**src/rtl/ot_stop_defines.svh**
```systemverilog
// register map, field positions, reset values and limits of the overtravel stop block
`ifndef OT_STOP_DEFINES_SVH
`define OT_STOP_DEFINES_SVH

// ************************************************************
// register byte offsets
// ************************************************************
`define OT_OFS_SWITCH_A 12'h000
`define OT_OFS_SWITCH_B 12'h004
`define OT_OFS_STOP_TRQ 12'h008
`define OT_OFS_CONTROL 12'h00c
`define OT_OFS_STATUS 12'h010

// ************************************************************
// field positions
// ************************************************************
`define OT_A_FWD_IGNORE 2
`define OT_A_REV_IGNORE 3
`define OT_A_COAST 6
`define OT_A_DB_HOLD 7
`define OT_A_DECEL 8
`define OT_A_ZCLAMP 9
`define OT_B_REVERSE 0
`define OT_C_TORQUE_MODE 0

// ************************************************************
// reset values and widths
// ************************************************************
`define OT_SW_W 16
`define OT_SW_A_RESET 16'h0080
`define OT_SW_B_RESET 16'h0000
`define OT_CTRL_RESET 1'b0
`define OT_TRQ_W 10
`define OT_LARGE_DRIVE_DW 20

`endif

```
**src/rtl/ot_stop_pkg.sv**
```systemverilog
// types shared by the overtravel stop block
package ot_stop_pkg;

    // stop sequencer states
    typedef enum logic [2:0] {
        ST_IDLE,
        ST_RUN,
        ST_DECEL,
        ST_ZCLAMP,
        ST_BRAKE
    } stop_state_e;

    // torque value in percent of rated torque
    typedef logic [9:0] torque_t;

endpackage : ot_stop_pkg

```
**src/rtl/ot_pin_sync.sv**
```systemverilog
// two-stage synchroniser for a group of contact inputs
`timescale 1ns/1ps
module ot_pin_sync #(
    parameter int WIDTH = 4
) (
    // clock, enable, reset
    input wire logic pclk,
    input wire logic ce,
    input wire logic presetn,
    // raw pins and their synchronised copies
    input wire logic [WIDTH-1:0] pin_in,
    output logic [WIDTH-1:0] pin_sync
);

    // ************************************************************
    // one chain per pin
    // ************************************************************
    genvar gi;
    generate
        for (gi = 0; gi < WIDTH; gi++) begin : g_bit
            logic meta_ff; // first stage, read only by the second
            logic sync_ff; // second stage, safe to use
            always_ff @(posedge pclk or negedge presetn) begin
                if (!presetn) begin
                    meta_ff <= 1'b0;
                    sync_ff <= 1'b0;
                end else if (ce) begin
                    meta_ff <= pin_in[gi];
                    sync_ff <= meta_ff;
                end
            end
            assign pin_sync[gi] = sync_ff;
        end
    endgenerate

endmodule : ot_pin_sync

```
**src/rtl/ot_quad_out.sv**
```systemverilog
// quadrature pulse generator for the encoder echo outputs
`timescale 1ns/1ps
module ot_quad_out (
    // clock, enable, reset
    input wire logic pclk,
    input wire logic ce,
    input wire logic presetn,
    // one step request and its direction
    input wire logic step,
    input wire logic count_up,
    // quadrature outputs
    output logic phase_a,
    output logic phase_b
);

    // ************************************************************
    // gray step counter
    // ************************************************************
    logic [1:0] pos_ff; // binary quarter-cycle position
    wire [1:0] nxt_pos = count_up ? pos_ff + 2'h1 : pos_ff - 2'h1;

    // phase a leads b when counting up
    always_ff @(posedge pclk or negedge presetn) begin
        if (!presetn) begin
            pos_ff <= 2'h0;
            phase_a <= 1'b0;
            phase_b <= 1'b0;
        end else if (ce && step) begin
            pos_ff <= nxt_pos;
            phase_a <= nxt_pos[1] ^ nxt_pos[0];
            phase_b <= nxt_pos[1];
        end
    end

endmodule : ot_quad_out

```
**src/rtl/ot_stop_ctrl.sv**
```systemverilog
// overtravel and servo-off stop decision logic with apb register access
//
// Notes on behaviour
// - direction bit 0: ccw forward; 1: cw
// - reverse mode flips references and encoder echo
// - direction change applies only after power cycle
// - forward limit high blocks forward only
// - reverse limit high or open blocks reverse
// - switch a bit 2 ignores forward limit
// - switch a bit 3 ignores reverse limit
// - active limit during run triggers overtravel stop
// - bit 8: servo-off stop or torque decel
// - after decel: bit 9 servo off/zero clamp
// - torque mode always uses servo-off stop
// - stop torque percent, clamp max, decel only
// - servo-off on contact off, alarm, power loss
// - bit 6: dynamic brake or coast
// - bit 7 keeps dynamic brake after stop
// - large drives force bit 7 to zero
//
// Implementation choices: the APB slave port and the address map.
`timescale 1ns/1ps
`include "ot_stop_defines.svh"
module ot_stop_ctrl #(
    parameter int ADDR_W = 12,
    parameter int MAX_TORQUE_PCT = 300, // maximum torque in percent
    parameter int RATING_DW = 20 // drive rating in tenths of a kilowatt
) (
    // clock, enable, reset
    input wire logic pclk,
    input wire logic ce,
    input wire logic presetn,
    // apb slave
    input wire logic psel,
    input wire logic penable,
    input wire logic pwrite,
    input wire logic [ADDR_W-1:0] paddr,
    input wire logic [31:0] pwdata,
    output logic [31:0] prdata,
    output logic pready,
    output logic pslverr,
    // contact pins from the machine and host
    input wire logic fwd_travel_limit_in,
    input wire logic rev_travel_limit_in,
    input wire logic servo_on_n,
    input wire logic power_ok,
    // same-clock inputs from the control loops
    input wire logic servo_alarm,
    input wire logic ref_fwd,
    input wire logic ref_rev,
    input wire logic motor_stopped,
    input wire logic enc_step,
    input wire logic enc_ccw,
    // drive outputs
    output logic motor_power_on,
    output logic dyn_brake_on,
    output logic decel_active,
    output ot_stop_pkg::torque_t emergency_stop_torque,
    output logic zero_clamp,
    output logic drive_ccw,
    output logic drive_cw,
    output logic fwd_allowed,
    output logic rev_allowed,
    output ot_stop_pkg::stop_state_e stop_state,
    // encoder echo
    output logic encoder_out_phase_a,
    output logic encoder_out_phase_b
);
    import ot_stop_pkg::*;

    // ************************************************************
    // elaboration checks
    // ************************************************************
    // offsets up to the status word need five address bits
    if (ADDR_W < 5) begin : g_addr_chk
        $error("address width too small for the register map");
    end
    // the torque setting is a ten bit field
    if (MAX_TORQUE_PCT < 1 || MAX_TORQUE_PCT > 1023) begin : g_trq_chk
        $error("maximum torque out of range");
    end

    localparam torque_t TRQ_MAX = torque_t'(MAX_TORQUE_PCT);
    localparam logic LARGE_DRIVE = (RATING_DW >= `OT_LARGE_DRIVE_DW);
    // large drives may never hold the brake, not even straight after reset
    localparam logic [`OT_SW_W-1:0] SW_A_INIT = LARGE_DRIVE ? (`OT_SW_A_RESET & ~(`OT_SW_W'(1) << `OT_A_DB_HOLD))
                                                            : `OT_SW_A_RESET;

    // ************************************************************
    // contact synchronisation
    // ************************************************************
    logic [3:0] pins_sync; // fwd, rev, servo-on, power
    ot_pin_sync #(.WIDTH(4)) u_sync (
        .pclk(pclk),
        .ce(ce),
        .presetn(presetn),
        .pin_in({power_ok, servo_on_n, rev_travel_limit_in, fwd_travel_limit_in}),
        .pin_sync(pins_sync)
    );
    wire fwd_lim = pins_sync[0]; // high: forward prohibited
    wire rev_lim = pins_sync[1]; // high or open: reverse prohibited
    wire son_n = pins_sync[2]; // low: servo on requested
    wire pwr = pins_sync[3]; // high: main power present

    // ************************************************************
    // registers
    // ************************************************************
    logic [`OT_SW_W-1:0] sw_a_ff; // function_switch_a
    logic [`OT_SW_W-1:0] sw_b_ff; // function_switch_b
    torque_t trq_ff; // stop_torque_setting
    logic tmode_ff; // torque control mode
    logic dir_rev_ff; // direction convention in force
    logic dir_cap_ff; // convention captured since reset
    logic pwr_d_ff; // power level one cycle ago
    stop_state_e state_ff; // stop sequencer state
    logic pready_ff;
    logic pslverr_ff;
    logic [31:0] prdata_ff;

    // ************************************************************
    // apb decode
    // ************************************************************
    // one wait state so read data come from a flop
    wire apb_acc = psel && penable;
    wire apb_first = apb_acc && !pready_ff;
    wire apb_done = apb_acc && pready_ff;
    wire [ADDR_W-1:0] ofs = paddr;
    wire hit_a = (ofs == ADDR_W'(`OT_OFS_SWITCH_A));
    wire hit_b = (ofs == ADDR_W'(`OT_OFS_SWITCH_B));
    wire hit_t = (ofs == ADDR_W'(`OT_OFS_STOP_TRQ));
    wire hit_c = (ofs == ADDR_W'(`OT_OFS_CONTROL));
    wire hit_s = (ofs == ADDR_W'(`OT_OFS_STATUS));
    wire mapped = hit_a || hit_b || hit_t || hit_c || hit_s;
    wire wr_ok = apb_done && pwrite && mapped;

    // large drives cannot hold the brake after a stop
    wire [`OT_SW_W-1:0] nxt_sw_a = LARGE_DRIVE ? (pwdata[`OT_SW_W-1:0] & ~(`OT_SW_W'(1) << `OT_A_DB_HOLD))
                                                : pwdata[`OT_SW_W-1:0];
    // torque settings above the maximum clamp to it
    wire torque_t nxt_trq = (pwdata[31:`OT_TRQ_W] != '0 || pwdata[`OT_TRQ_W-1:0] > TRQ_MAX) ? TRQ_MAX
                                                                                          : pwdata[`OT_TRQ_W-1:0];

    // status word: state, permissions, convention, contacts
    wire [31:0] status_word = {21'h0, pwr, son_n, rev_lim, fwd_lim, dir_rev_ff,
                               rev_allowed, fwd_allowed, 1'b0, state_ff};
    wire [31:0] rd_mux = hit_a ? {16'h0, sw_a_ff} :
                         hit_b ? {16'h0, sw_b_ff} :
                         hit_t ? {22'h0, trq_ff} :
                         hit_c ? {31'h0, tmode_ff} :
                         hit_s ? status_word : 32'h0;

    // bus handshake and read capture
    always_ff @(posedge pclk or negedge presetn) begin
        if (!presetn) begin
            pready_ff <= 1'b0;
            pslverr_ff <= 1'b0;
            prdata_ff <= 32'h0;
        end else if (ce) begin
            pready_ff <= apb_first;
            pslverr_ff <= apb_first && !mapped; // unmapped answers with error
            if (apb_first && !pwrite) begin
                prdata_ff <= rd_mux;
            end
        end
    end

    // writable registers take data at the completing edge
    always_ff @(posedge pclk or negedge presetn) begin
        if (!presetn) begin
            sw_a_ff <= SW_A_INIT;
            sw_b_ff <= `OT_SW_B_RESET;
            trq_ff <= TRQ_MAX; // factory value is the maximum
            tmode_ff <= `OT_CTRL_RESET;
        end else if (ce && wr_ok) begin
            if (hit_a) sw_a_ff <= nxt_sw_a;
            if (hit_b) sw_b_ff <= pwdata[`OT_SW_W-1:0];
            if (hit_t) trq_ff <= nxt_trq;
            if (hit_c) tmode_ff <= pwdata[`OT_C_TORQUE_MODE];
        end
    end

    // ************************************************************
    // direction convention
    // ************************************************************
    // a new direction bit only lands on a power-up edge,
    // so a live edit never flips an axis in motion
    wire pwr_rise = pwr && !pwr_d_ff;
    always_ff @(posedge pclk or negedge presetn) begin
        if (!presetn) begin
            dir_rev_ff <= 1'b0;
            dir_cap_ff <= 1'b0;
            pwr_d_ff <= 1'b0;
        end else if (ce) begin
            pwr_d_ff <= pwr;
            if (!dir_cap_ff || pwr_rise) begin
                dir_rev_ff <= sw_b_ff[`OT_B_REVERSE];
                dir_cap_ff <= 1'b1;
            end
        end
    end

    // ************************************************************
    // limit evaluation
    // ************************************************************
    wire ot_fwd = fwd_lim && !sw_a_ff[`OT_A_FWD_IGNORE];
    wire ot_rev = rev_lim && !sw_a_ff[`OT_A_REV_IGNORE];
    wire ot_hit = (ot_fwd && ref_fwd) || (ot_rev && ref_rev);
    wire off_cause = son_n || servo_alarm || !pwr;
    wire use_decel = sw_a_ff[`OT_A_DECEL] && !tmode_ff;

    // ************************************************************
    // stop sequencer
    // ************************************************************
    stop_state_e nxt_state;
    always_comb begin
        nxt_state = state_ff;
        case (state_ff)
            // servo off and stopped
            ST_IDLE: begin
                if (!off_cause && !ot_hit) nxt_state = ST_RUN;
            end
            // normal operation
            ST_RUN: begin
                if (off_cause) nxt_state = ST_BRAKE;
                else if (ot_hit && use_decel) nxt_state = ST_DECEL;
                else if (ot_hit) nxt_state = ST_BRAKE;
            end
            // decelerating at the emergency torque
            ST_DECEL: begin
                if (off_cause) nxt_state = ST_BRAKE;
                else if (motor_stopped && sw_a_ff[`OT_A_ZCLAMP]) nxt_state = ST_ZCLAMP;
                else if (motor_stopped) nxt_state = ST_IDLE;
            end
            // held at zero, leave when the way is clear
            ST_ZCLAMP: begin
                if (off_cause) nxt_state = ST_BRAKE;
                else if (!ot_hit) nxt_state = ST_RUN;
            end
            // braking or coasting with power off
            ST_BRAKE: begin
                if (motor_stopped) nxt_state = ST_IDLE;
            end
            default: nxt_state = ST_IDLE;
        endcase
    end

    always_ff @(posedge pclk or negedge presetn) begin
        if (!presetn) state_ff <= ST_IDLE;
        else if (ce) state_ff <= nxt_state;
    end

    // ************************************************************
    // output decode
    // ************************************************************
    wire nxt_power = (state_ff == ST_RUN) || (state_ff == ST_DECEL) || (state_ff == ST_ZCLAMP);
    // brake while stopping unless coasting; after stop only if held
    wire nxt_db = !sw_a_ff[`OT_A_COAST] && ((state_ff == ST_BRAKE) ||
                  ((state_ff == ST_IDLE) && sw_a_ff[`OT_A_DB_HOLD]));
    wire nxt_decel = (state_ff == ST_DECEL);
    // references only move where allowed and while running
    wire run = (state_ff == ST_RUN);
    wire go_fwd = run && ref_fwd && !ot_fwd;
    wire go_rev = run && ref_rev && !ot_rev;
    // reverse mode swaps the physical sense of every reference
    wire nxt_ccw = dir_rev_ff ? go_rev : go_fwd;
    wire nxt_cw = dir_rev_ff ? go_fwd : go_rev;

    always_ff @(posedge pclk or negedge presetn) begin
        if (!presetn) begin
            motor_power_on <= 1'b0;
            dyn_brake_on <= 1'b0;
            decel_active <= 1'b0;
            emergency_stop_torque <= '0;
            zero_clamp <= 1'b0;
            drive_ccw <= 1'b0;
            drive_cw <= 1'b0;
            fwd_allowed <= 1'b0;
            rev_allowed <= 1'b0;
            stop_state <= ST_IDLE;
        end else if (ce) begin
            motor_power_on <= nxt_power;
            dyn_brake_on <= nxt_db;
            decel_active <= nxt_decel;
            emergency_stop_torque <= nxt_decel ? trq_ff : '0;
            zero_clamp <= (state_ff == ST_ZCLAMP);
            drive_ccw <= nxt_ccw;
            drive_cw <= nxt_cw;
            fwd_allowed <= !ot_fwd;
            rev_allowed <= !ot_rev;
            stop_state <= state_ff;
        end
    end

    // ************************************************************
    // encoder echo
    // ************************************************************
    // forward in the active convention counts up on the echo
    ot_quad_out u_quad (
        .pclk(pclk),
        .ce(ce),
        .presetn(presetn),
        .step(enc_step),
        .count_up(enc_ccw ^ dir_rev_ff),
        .phase_a(encoder_out_phase_a),
        .phase_b(encoder_out_phase_b)
    );

    assign prdata = prdata_ff;
    assign pready = pready_ff;
    assign pslverr = pslverr_ff;
endmodule : ot_stop_ctrl

```
**config.mk**
```make
export PLATFORM = sky130hd
export DESIGN_NAME = ot_stop_ctrl
export DESIGN_NICKNAME = d
export VERILOG_FILES = /design/src/rtl/ot_stop_pkg.sv /design/src/rtl/ot_pin_sync.sv /design/src/rtl/ot_quad_out.sv /design/src/rtl/ot_stop_ctrl.sv
export VERILOG_INCLUDE_DIRS = /design/src /design/src/rtl
export SDC_FILE = /design/constraint.sdc
export NUM_CORES = 1
export LEC_CHECK = 0
export ABC_AREA = 1
export BUFFER_PORTS_ARGS = -buffer_cell sky130_fd_sc_hd__buf_2
export CAP_MARGIN = 20
export CORE_UTILIZATION = 54
export CTS_CLUSTER_SIZE = 30
export DETAILED_ROUTE_END_ITERATION = 8
export GPL_TIMING_DRIVEN = 0
export HOLD_SLACK_MARGIN = 0.1
export PLACE_DENSITY = 0.8
export SYNTH_ARGS = -nofsm -noshare
export SYNTH_HDL_FRONTEND = slang
export SYNTH_SLANG_ARGS = --single-unit
```
**constraint.sdc**
```tcl
create_clock -name pclk -period 1.9 [get_ports pclk]
set_clock_uncertainty 0.2 [all_clocks]
set_input_delay 0.38 -clock pclk [delete_from_list [all_inputs] [get_ports pclk]]
set_output_delay 0.38 -clock pclk [all_outputs]
set_load 0.01 [all_outputs]
```
* After elaboration in Yosys (flattened, before gate mapping)
Index checks and enable logic that the tools add are counted.
** Word-level totals
- Bits in registers :: 115
- Bits in latches :: 0
- Bits in writable memories :: 0
- Bits in read-only memories :: 0
- Output and inout port bits :: 57
- Word-level logic and storage cells :: 126
- Memories kept :: 0
** Operators by class
- $add $sub $neg :: 2
- Multipliers :: 0
- Div/mod/pow operators :: 0
- $lt $le $gt $ge :: 1
- Eq/ne operators :: 11
- Shift-type cells :: 0
- Multiplexer cells :: 20
- Bitwise logic cells :: 2
- Reductions and logical operators :: 58
** Operators by type and width (count)
- 11-bit 2-to-1 mux :: 3
- 16-bit 2-to-1 mux :: 2
- 3-bit 2-to-1 mux :: 9
- 12-bit by 4-bit == test with 1-bit output, second input constant :: 2
- 1-bit logical AND :: 23
- 22-bit nonzero test :: 1
- 10-bit 2-to-1 mux :: 2
- 3-bit one-hot mux with 5 select lines :: 1
- 1-bit zero test :: 14
- 12-bit by 3-bit == test with 1-bit output, second input constant :: 1
- 12-bit by 5-bit == test with 1-bit output, second input constant :: 1
- 12-bit zero test :: 1
- 2-bit AND reduction :: 6
- 1-bit logical OR :: 11
- 10-bit by 9-bit > comparator with 1-bit output, second input constant :: 1
- 3-bit by 2-bit == test with 1-bit output, second input constant :: 2
- 4-bit by 3-bit inequality test with 1-bit output, second input constant :: 1
- 4-bit AND reduction :: 1
- 3-bit by 1-bit == test with 1-bit output, second input constant :: 1
- 3-bit == test, second input constant :: 1
- 3-bit zero test :: 1
- 3-bit inequality test, second input constant :: 1
- 2-bit by 1-bit adder with 2-bit output, second input constant :: 1
- 1-bit 2-to-1 mux :: 2
- 4 further kinds :: 5

* Longest topological paths before layout
Gate-level depths: netlist of run 1.
- Word-level depth :: 8
- Depth in mapped cells :: 11
- Mapped depth without buffers :: 10

* Modules after synthesis
From an unflattened synthesis of run 1, not the netlist that was laid out.
** Second synthesis, totals
- Cell total of the unflattened synthesis :: 606
- Area total of the unflattened synthesis :: 5044.8 um2
** By module, submodules not included
- ot_stop_ctrl :: times used 1, cells each 546, area an instance 4536.9 um2, seq. area each 2182.1 um2
- ot_pin_sync :: times used 1, cells each 38, area an instance 335.3 um2, seq. area each 200.2 um2
- ot_quad_out :: times used 1, cells each 22, area an instance 172.7 um2, seq. area each 75.1 um2

* Least setup slack after synthesis of run 1
Ideal clock, no wire load.
- Kind :: input-to-reg
- From :: input port paddr[7]
- To :: register trq_ff[1]
- Setup time :: 0.118 ns
- Data arrival time :: 1.408 ns
- Path slack :: 0.174 ns
- Cell stages on the path :: 9
- Path through :: nor2_1 > nand2_2 > nor2_8 > nand3b_2 > clkinv_2 > nand3_4 > buf_6 > nand2_1 > o21ai_2
** Between the ends
- Cells in the longest elaborated chain, start to end :: 8
** Ends and longest elaborated chain
- start, declared :: line ot_stop_ctrl.sv:37 : input wire logic [ADDR_W-1:0] paddr,
- 12-bit by 3-bit == test with 1-bit output / 12-bit zero test (equally long branches) :: line ot_stop_ctrl.sv:129, ot_stop_ctrl.sv:128
- 1-bit logical OR (4 in series) :: line ot_stop_ctrl.sv:133 : wire mapped = hit_a || hit_b || hit_t || hit_c || hit_s;
- 1-bit logical AND :: line ot_stop_ctrl.sv:134 : wire wr_ok = apb_done && pwrite && mapped;
- 1-bit logical AND :: line ot_stop_ctrl.sv:174 : end else if (ce && wr_ok) begin
- 2-bit AND reduction (no line) *
- end signal, assigned :: line ot_stop_ctrl.sv:177 : if (hit_t) trq_ff <= nxt_trq;
- end, declared :: line ot_stop_ctrl.sv:110 : torque_t trq_ff;
Mark *: on every way between the ends. The rest lies on a longest branch, timed or not.
A chain may end at the register's enable or synchronous reset.

* Final worst setup path of run 1
- From :: input port pwdata[7]
- To :: register trq_ff[5]
** Between the ends
- Cells in the longest elaborated chain, start to end :: 3
** Ends and longest elaborated chain
- start, declared :: line ot_stop_ctrl.sv:38 : input wire logic [31:0] pwdata,
- 10-bit by 9-bit > comparator with 1-bit output :: line ot_stop_ctrl.sv:140 : wire torque_t nxt_trq = (pwdata[31:`OT_TRQ_W] != '0 || pwdata[`OT_TRQ_W-1:0] > TRQ_MAX) ? TRQ_MAX
- 1-bit logical OR :: line ot_stop_ctrl.sv:140
- 10-bit 2-to-1 mux :: line ot_stop_ctrl.sv:140
Every way passes these cells.

==> impl_metrics.json, run 1 <==
{
  "outcome": "completed",
  "setup_viol_count_final": 0,
  "firstDrtPassIters": 5,
  "avgRoutedWirePerCell_um": 14.8,
  "pwr_density_cell_mw_per_mm2": 752,
  "final_max_slew_viol_count": 0,
  "syn_inst": 594,
  "fmax_mhz": 549,
  "layout_commonest_cell": "nand2_1",
  "iteration_0_drc_count_of_the_detailed_router": 287,
  "path_class": "in -> reg",
  "layout.nets": 790,
  "worstHoldPathType": "in -> reg",
  "groute.usage.overall": 0.282,
  "yosysWarningCount": 0,
  "clock_latency_ns": 0.37,
  "drc": 0,
  "layout-area-overhead-vs-synth_pct": 21.6,
  "clock-sinks": 98,
  "cp_most_frequent_cell": "nor2_1",
  "global_route.overflow_total": 0,
  "hpwl_um": 9370,
  "layout_common_cells": "nand2_1, buf_2, dfrtp_1, inv_1, nor2_1",
  "clockBufferDepth": 2,
  "crit_path_end_kind": "flip-flop",
  "layout_worst_path_cycle_share": 0.959,
  "io-pin-count": 117,
  "buffer_ports.inserted": 99,
  "routed_via_density": 5.29,
  "crit_required_ns": 2.01,
  "layout-drive-gt1-share": 0.238,
  "vias": 4457,
  "dieHeight_um": 96.5,
  "hold_viol_final": 0,
  "fin_total_pwr_mw": 4.40,
  "worst_ir_drop_vdd_mv": 0.473,
  "grt_start_max_net_pins": 57,
  "ys_ff_latch": 98,
  "grt_first_pass_wirelength_um": 19600,
  "critPathLaunchType": "input port",
  "finalWirelength_um": 12400,
  "htree_num_levels": 3,
  "clockRootBuffer": "clkbuf_8",
  "max-cap-violations": 0,
  "ys_async_sr_fraction": 1.00,
  "synth_sequential_area_ratio": 0.510,
  "timing.critical_path.arrival_ns": 1.93,
  "initial_utilization": 0.555,
  "antenna_violating_nets_post_route": 0,
  "n_antenna_cell": 0,
  "antenna_violations_before_repair": 0,
  "max_slew.worst_pin.slew_ns": 0.685,
  "placer_congestion": 0.905,
  "slew_headroom": 0.540,
  "cts_made_buffers": 9,
  "floorplan.die.width_um": 96.5,
  "synth_enable_flop_cells": 0,
  "total_leakage_power_nw": 3.14,
  "netlist-cell-type-count": 39,
  "critical-path-slowest-cell": "dlygate4sd3_1",
  "placeableCoreArea_mm2": 0.00868,
  "critical_path_peak_fanout": 8,
  "cp_num_buf_inv": 3,
  "finalCriticalPeriod_ns": 1.82,
  "cts.clk_slew.worst_paths_ns": 0.09,
  "timing.critical_path.max_delay_family": "simple AND/OR/NAND/NOR gates",
  "placement_rows": 34,
  "postSynth.topFlopCell": "dfrtp_1",
  "die_area_mm2": 0.00930,
  "mappedNetlistArea_mm2": 0.00482,
  "crit_path_cell_trace": "dlygate4sd3_1, buf_2, inv_1, nand2_1, nor3_1, nand3b_1, nand2_2, nand3_1, nor2_1, nor2_1",
  "cts_tree": "done",
  "syn_area_per_cell_um2": 8.11,
  "timing.critical_path.slowest_cell_delay_ns": 0.52,
  "setup_total_negative_slack_ns": 0,
  "vias_in_the_first_global_route": 4201
}
-- Yosys cell counts, types with 2 or more instances --
cell,count,area share
nand2_1,159,0.12
o22a_1,2,0.0036
nor2_1,61,0.048
a31oi_1,2,0.0026
nand3b_1,2,0.0031
nor3_1,7,0.0073
nand3_1,34,0.035
nor2_8,2,0.0083
dfrtp_1,94,0.49
buf_2,6,0.0062
dfstp_2,4,0.022
buf_4,16,0.025
inv_2,2,0.0016
nand3_4,2,0.0073
o21ai_0,47,0.049
o211ai_1,9,0.014
nand4_1,9,0.012
a21oi_1,5,0.0052
o21ai_2,5,0.0091
o21ai_1,17,0.018
o31ai_1,2,0.0031
buf_6,2,0.0047
clkbuf_1,11,0.0086
inv_1,65,0.051
nor2_2,2,0.0026
nand2_2,6,0.0078
xor2_1,3,0.0055
a22oi_1,7,0.011
-- per-layer routing --
metal | GRT usage | vias up | routed length, um
met5 | 0 | - | 0
met2 | 0.484 | 192 | 6100
met4 | 0.114 | 0 | 366
li1 | - | 2146 | -
met1 | 0.347 | 2089 | 5100
met3 | 0.0579 | 30 | 875
-- final timing paths --
path                                start          endpoint  slack (ns)  cells after the start
min in group asynchronous         presetn  u_quad.pos_ff[1]        0.34                      2
worst max register to register     pready         prdata[4]        0.10                      8
worst min register to register   pwr_d_ff          pwr_d_ff        0.29                      2
max in group asynchronous         presetn         trq_ff[2]        0.44                      3
worst min-delay path            pwdata[8]        sw_b_ff[8]        0.10                      3
worst max-delay path            pwdata[7]         trq_ff[5]        0.08                     10
-- flip-flops by register name, summed over array words and instances, names as in the netlist, 2 cells and up --
register and cells:
emergency_stop_torque 10, prdata 16, state_ff 3, stop_state 3, sw_a_ff 15, sw_b_ff 16
trq_ff 10, u_quad.pos_ff 2, u_sync.g_bit.meta_ff 4, u_sync.g_bit.sync_ff 4
-- tightest hold or removal path, cell delays in order --
cell     delay [ns]
buf_2          0.12
inv_1          0.06
o21ai_1        0.06
-- where the power goes --
group          total [mW]  switching [mW]  internal (mW)
Clock                1.37           0.746          0.620
Combinational       0.733           0.442          0.291
Sequential           2.30          0.0945           2.21
-- through the flow --
stage               instances  setup slack [ns]  cell area, um^2   util  hold WS [ns]
floorplan                 609             0.174             4870      -        -0.116
global placement          816            -0.650             5510  0.634         0.252
detailed placement        817            -0.191             5540  0.638         0.216
CTS                       841          0.000205             5820  0.670         0.106
global route              843          -0.00500             5860  0.675         0.106
finish                    843            0.0778             5860  0.675         0.104
-- repair_timing --
action | in CTS | in global routing
endpoints found under the hold margin | 48 | 0
setup endpoints to repair | 12 | 24
setup buffers | 0 | 2
resized for setup | 3 | 11
pin swaps | 0 | 1
hold buffers | 8 | 0
-- layout make-up --
type | count | area [um^2]
buffer | 35 | 224
clock buffer | 11 | 131
clock inverter | 5 | 62.6
fill | 727 | 2820
inverter | 68 | 256
multi-input combinational | 408 | 1970
sequential | 98 | 2460
tap | 108 | 135
timing repair buffer | 110 | 621
-- kinds of logic (layout without fill, tap and decap cells) --
family	count (synthesis)	in the layout	synth area share
DFF	98	98	0.510
xor gates and xnor gates	4	4	0.00727
and+or+nand+nor	288	288	0.263
other	1	16	0.000778
AOI/OAI and AO/OA	100	100	0.122
buffers and inverters	103	229	0.0976
No activity file was read; power rests on OpenSTA's default activity.
==> run 2, diff against run 1 <==
--- a/config.mk
+++ b/config.mk
@@ -6,7 +6,6 @@
 export SDC_FILE = /design/constraint.sdc
 export NUM_CORES = 1
 export LEC_CHECK = 0
-export ABC_AREA = 1
 export BUFFER_PORTS_ARGS = -buffer_cell sky130_fd_sc_hd__buf_2
 export CAP_MARGIN = 20
 export CORE_UTILIZATION = 54
@@ -15,6 +14,7 @@
 export GPL_TIMING_DRIVEN = 0
 export HOLD_SLACK_MARGIN = 0.1
 export PLACE_DENSITY = 0.8
+export SETUP_SLACK_MARGIN = 0.02
 export SYNTH_ARGS = -nofsm -noshare
 export SYNTH_HDL_FRONTEND = slang
 export SYNTH_SLANG_ARGS = --single-unit
==> impl_metrics.json, run 2 <==
{
  "timing.critical_path.arrival_ns": 1.90,
  "buffer_ports.inserted": 98,
  "r2r_slack_ns": 0.11,
  "vias": 3906,
  "yosysWarningCount": 0,
  "die_area_mm2": 0.00922,
  "layout_worst_path_cycle_share": 0.972,
  "antenna_violating_nets_post_route": 0,
  "hpwl_um": 8830,
  "clock_latency_ns": 0.36,
  "worst_ir_drop_vdd_mv": 0.494,
  "mappedNetlistArea_mm2": 0.00477,
  "htree_num_levels": 3,
  "avgRoutedWirePerCell_um": 18.3,
  "pwr_density_cell_mw_per_mm2": 734,
  "netlist-cell-type-count": 60,
  "max_slew.worst_pin.slew_ns": 0.638,
  "global_route.overflow_total": 0,
  "dieHeight_um": 96.0,
  "groute.usage.overall": 0.289,
  "vias_in_the_first_global_route": 3798,
  "placeableCoreArea_mm2": 0.00838,
  "ys_ff_latch": 98,
  "clockRootBuffer": "clkbuf_8",
  "synth.most_common_cell": "dfrtp_1",
  "total_leakage_power_nw": 2.87,
  "final_core_util": 0.710,
  "drc": 0,
  "initial_utilization": 0.569,
  "setup_viol_count_final": 0,
  "path_class": "in -> reg",
  "top_layer": "met4",
  "clock-sinks": 98,
  "postSynth.topFlopCell": "dfrtp_1",
  "grt_first_pass_wirelength_um": 19700,
  "final.hold.worst_slack_ns": 0.123,
  "syn_inst": 422,
  "finalWirelength_um": 12300,
  "fmax_mhz": 542,
  "antenna_violations_before_repair": 0,
  "setup_total_negative_slack_ns": 0,
  "wl_met3_um": 808,
  "final_cell_count_no_fill": 675,
  "n_antenna_cell": 0,
  "post_synth_main_area_contributors": "dfrtp_1, mux2_2, mux2_4, a21oi_1, buf_4",
  "dp.cells": 641,
  "layout_commonest_cell": "buf_2",
  "layout-drive-gt1-share": 0.388,
  "route.met2.wl_um": 6060,
  "layout.nets": 625,
  "cts_tree": "done",
  "final_max_slew_viol_count": 0,
  "layout-area-overhead-vs-synth_pct": 24.7,
  "max-cap-violations": 0,
  "crit_required_ns": 1.95,
  "critPathLaunchType": "input port",
  "synth_enable_flop_cells": 0,
  "iteration_0_drc_count_of_the_detailed_router": 323,
  "routed_via_density": 5.79,
  "grt_start_max_net_pins": 65,
  "clockBufferDepth": 2,
  "synth_sequential_area_ratio": 0.515,
  "crit_path_end_kind": "flip-flop",
  "hold_viol_final": 0,
  "cts_made_buffers": 9,
  "finalCriticalPeriod_ns": 1.85,
  "worstHoldPathType": "in -> reg",
  "ys_top_cells_by_count": "dfrtp_1, mux2_2, a21oi_1, nand2_1, nor2_1",
  "placer_congestion": 0.940,
  "ys_async_sr_fraction": 1.00,
  "syn_area_per_cell_um2": 11.3,
  "placement_rows": 33,
  "io-pin-count": 117,
  "firstDrtPassIters": 5,
  "synth_largest_type_area_fraction": 0.493,
  "floorplan.die.width_um": 96.0,
  "layout_common_cells": "buf_2, dfrtp_1, mux2_2, a21oi_1, nand2_1",
  "slew_headroom": 0.574,
  "yosysTopAreaCell": "dfrtp_1",
  "routedLengthMet1_um": 5260,
  "outcome": "completed",
  "critical_path_peak_fanout": 6,
  "cts.clk_slew.worst_paths_ns": 0.09
}
run 2: layout make-up:
class                      count  area [um^2]
multi-input combinational    286         2130
inverter                      12         45.0
clock buffer                  12          145
fill                         628         2430
clock inverter                 4         52.6
tap                          105          131
timing repair buffer         120          722
sequential                    98         2460
buffer                        38          258
run 2: worst max-delay path, cell delays in order:
cell	delay [ns]
buf_2	0.11
nor4_4	0.39
nand4_2	0.19
nor3_4	0.30
buf_4	0.19
mux2_2	0.33
run 2: final timing paths:
path | startpoint | cells after the start | end
max | paddr[10] | 6 | sw_b_ff[5]
min | pwdata[8] | 2 | sw_b_ff[8]
max reg2reg | sw_a_ff[3] | 4 | state_ff[2]
min reg2reg | dir_cap_ff | 1 | dir_cap_ff
max in group asynchronous | presetn | 3 | trq_ff[5]
min in group asynchronous | presetn | 2 | prdata[12]
run 2: timing repair:
item | CTS | global route
gates resized for setup | 11 | 14
hold buffers | 15 | 1
setup buffers | 3 | 2
pin swaps | 2 | 3
setup endpoints to repair | 61 | 36
endpoints found under the hold margin | 55 | 2
run 2: kinds of logic (layout without fill, tap and decap cells):
group	count (synthesis)	after routing	share of synthesized area
compound gates	101	101	0.150
xor+xnor	6	6	0.0110
simple gates	114	114	0.138
flops	98	98	0.515
buf+inv	53	186	0.0624
other cells	1	16	0.000786
mux	49	49	0.122
run 2: power by group:
group / leakage [nW] / switching [mW] / internal [mW]
registers: 1.27 / 0.0933 / 2.21
logic: 1.51 / 0.384 / 0.309
clock network: 0.0888 / 0.721 / 0.646
total: 2.87 / 1.20 / 3.17
run 2: per-stage QoR:
stage / cell area (um^2) / total power [mW] / setup WS (ns)
floorplan: 4850 / 2.68 / -0.276
global placement: 5470 / 2.95 / -0.739
detailed placement: 5500 / 2.99 / -0.752
CTS: 5900 / 4.37 / 0.0243
global route: 5950 / 4.56 / -0.00572
finish: 5950 / 4.37 / 0.0541
run 2: layer usage:
layer,GRT usage,vias up
met5,0,-
met4,0.0784,0
met1,0.380,1924
li1,-,1787
met3,0.0632,22
met2,0.483,173
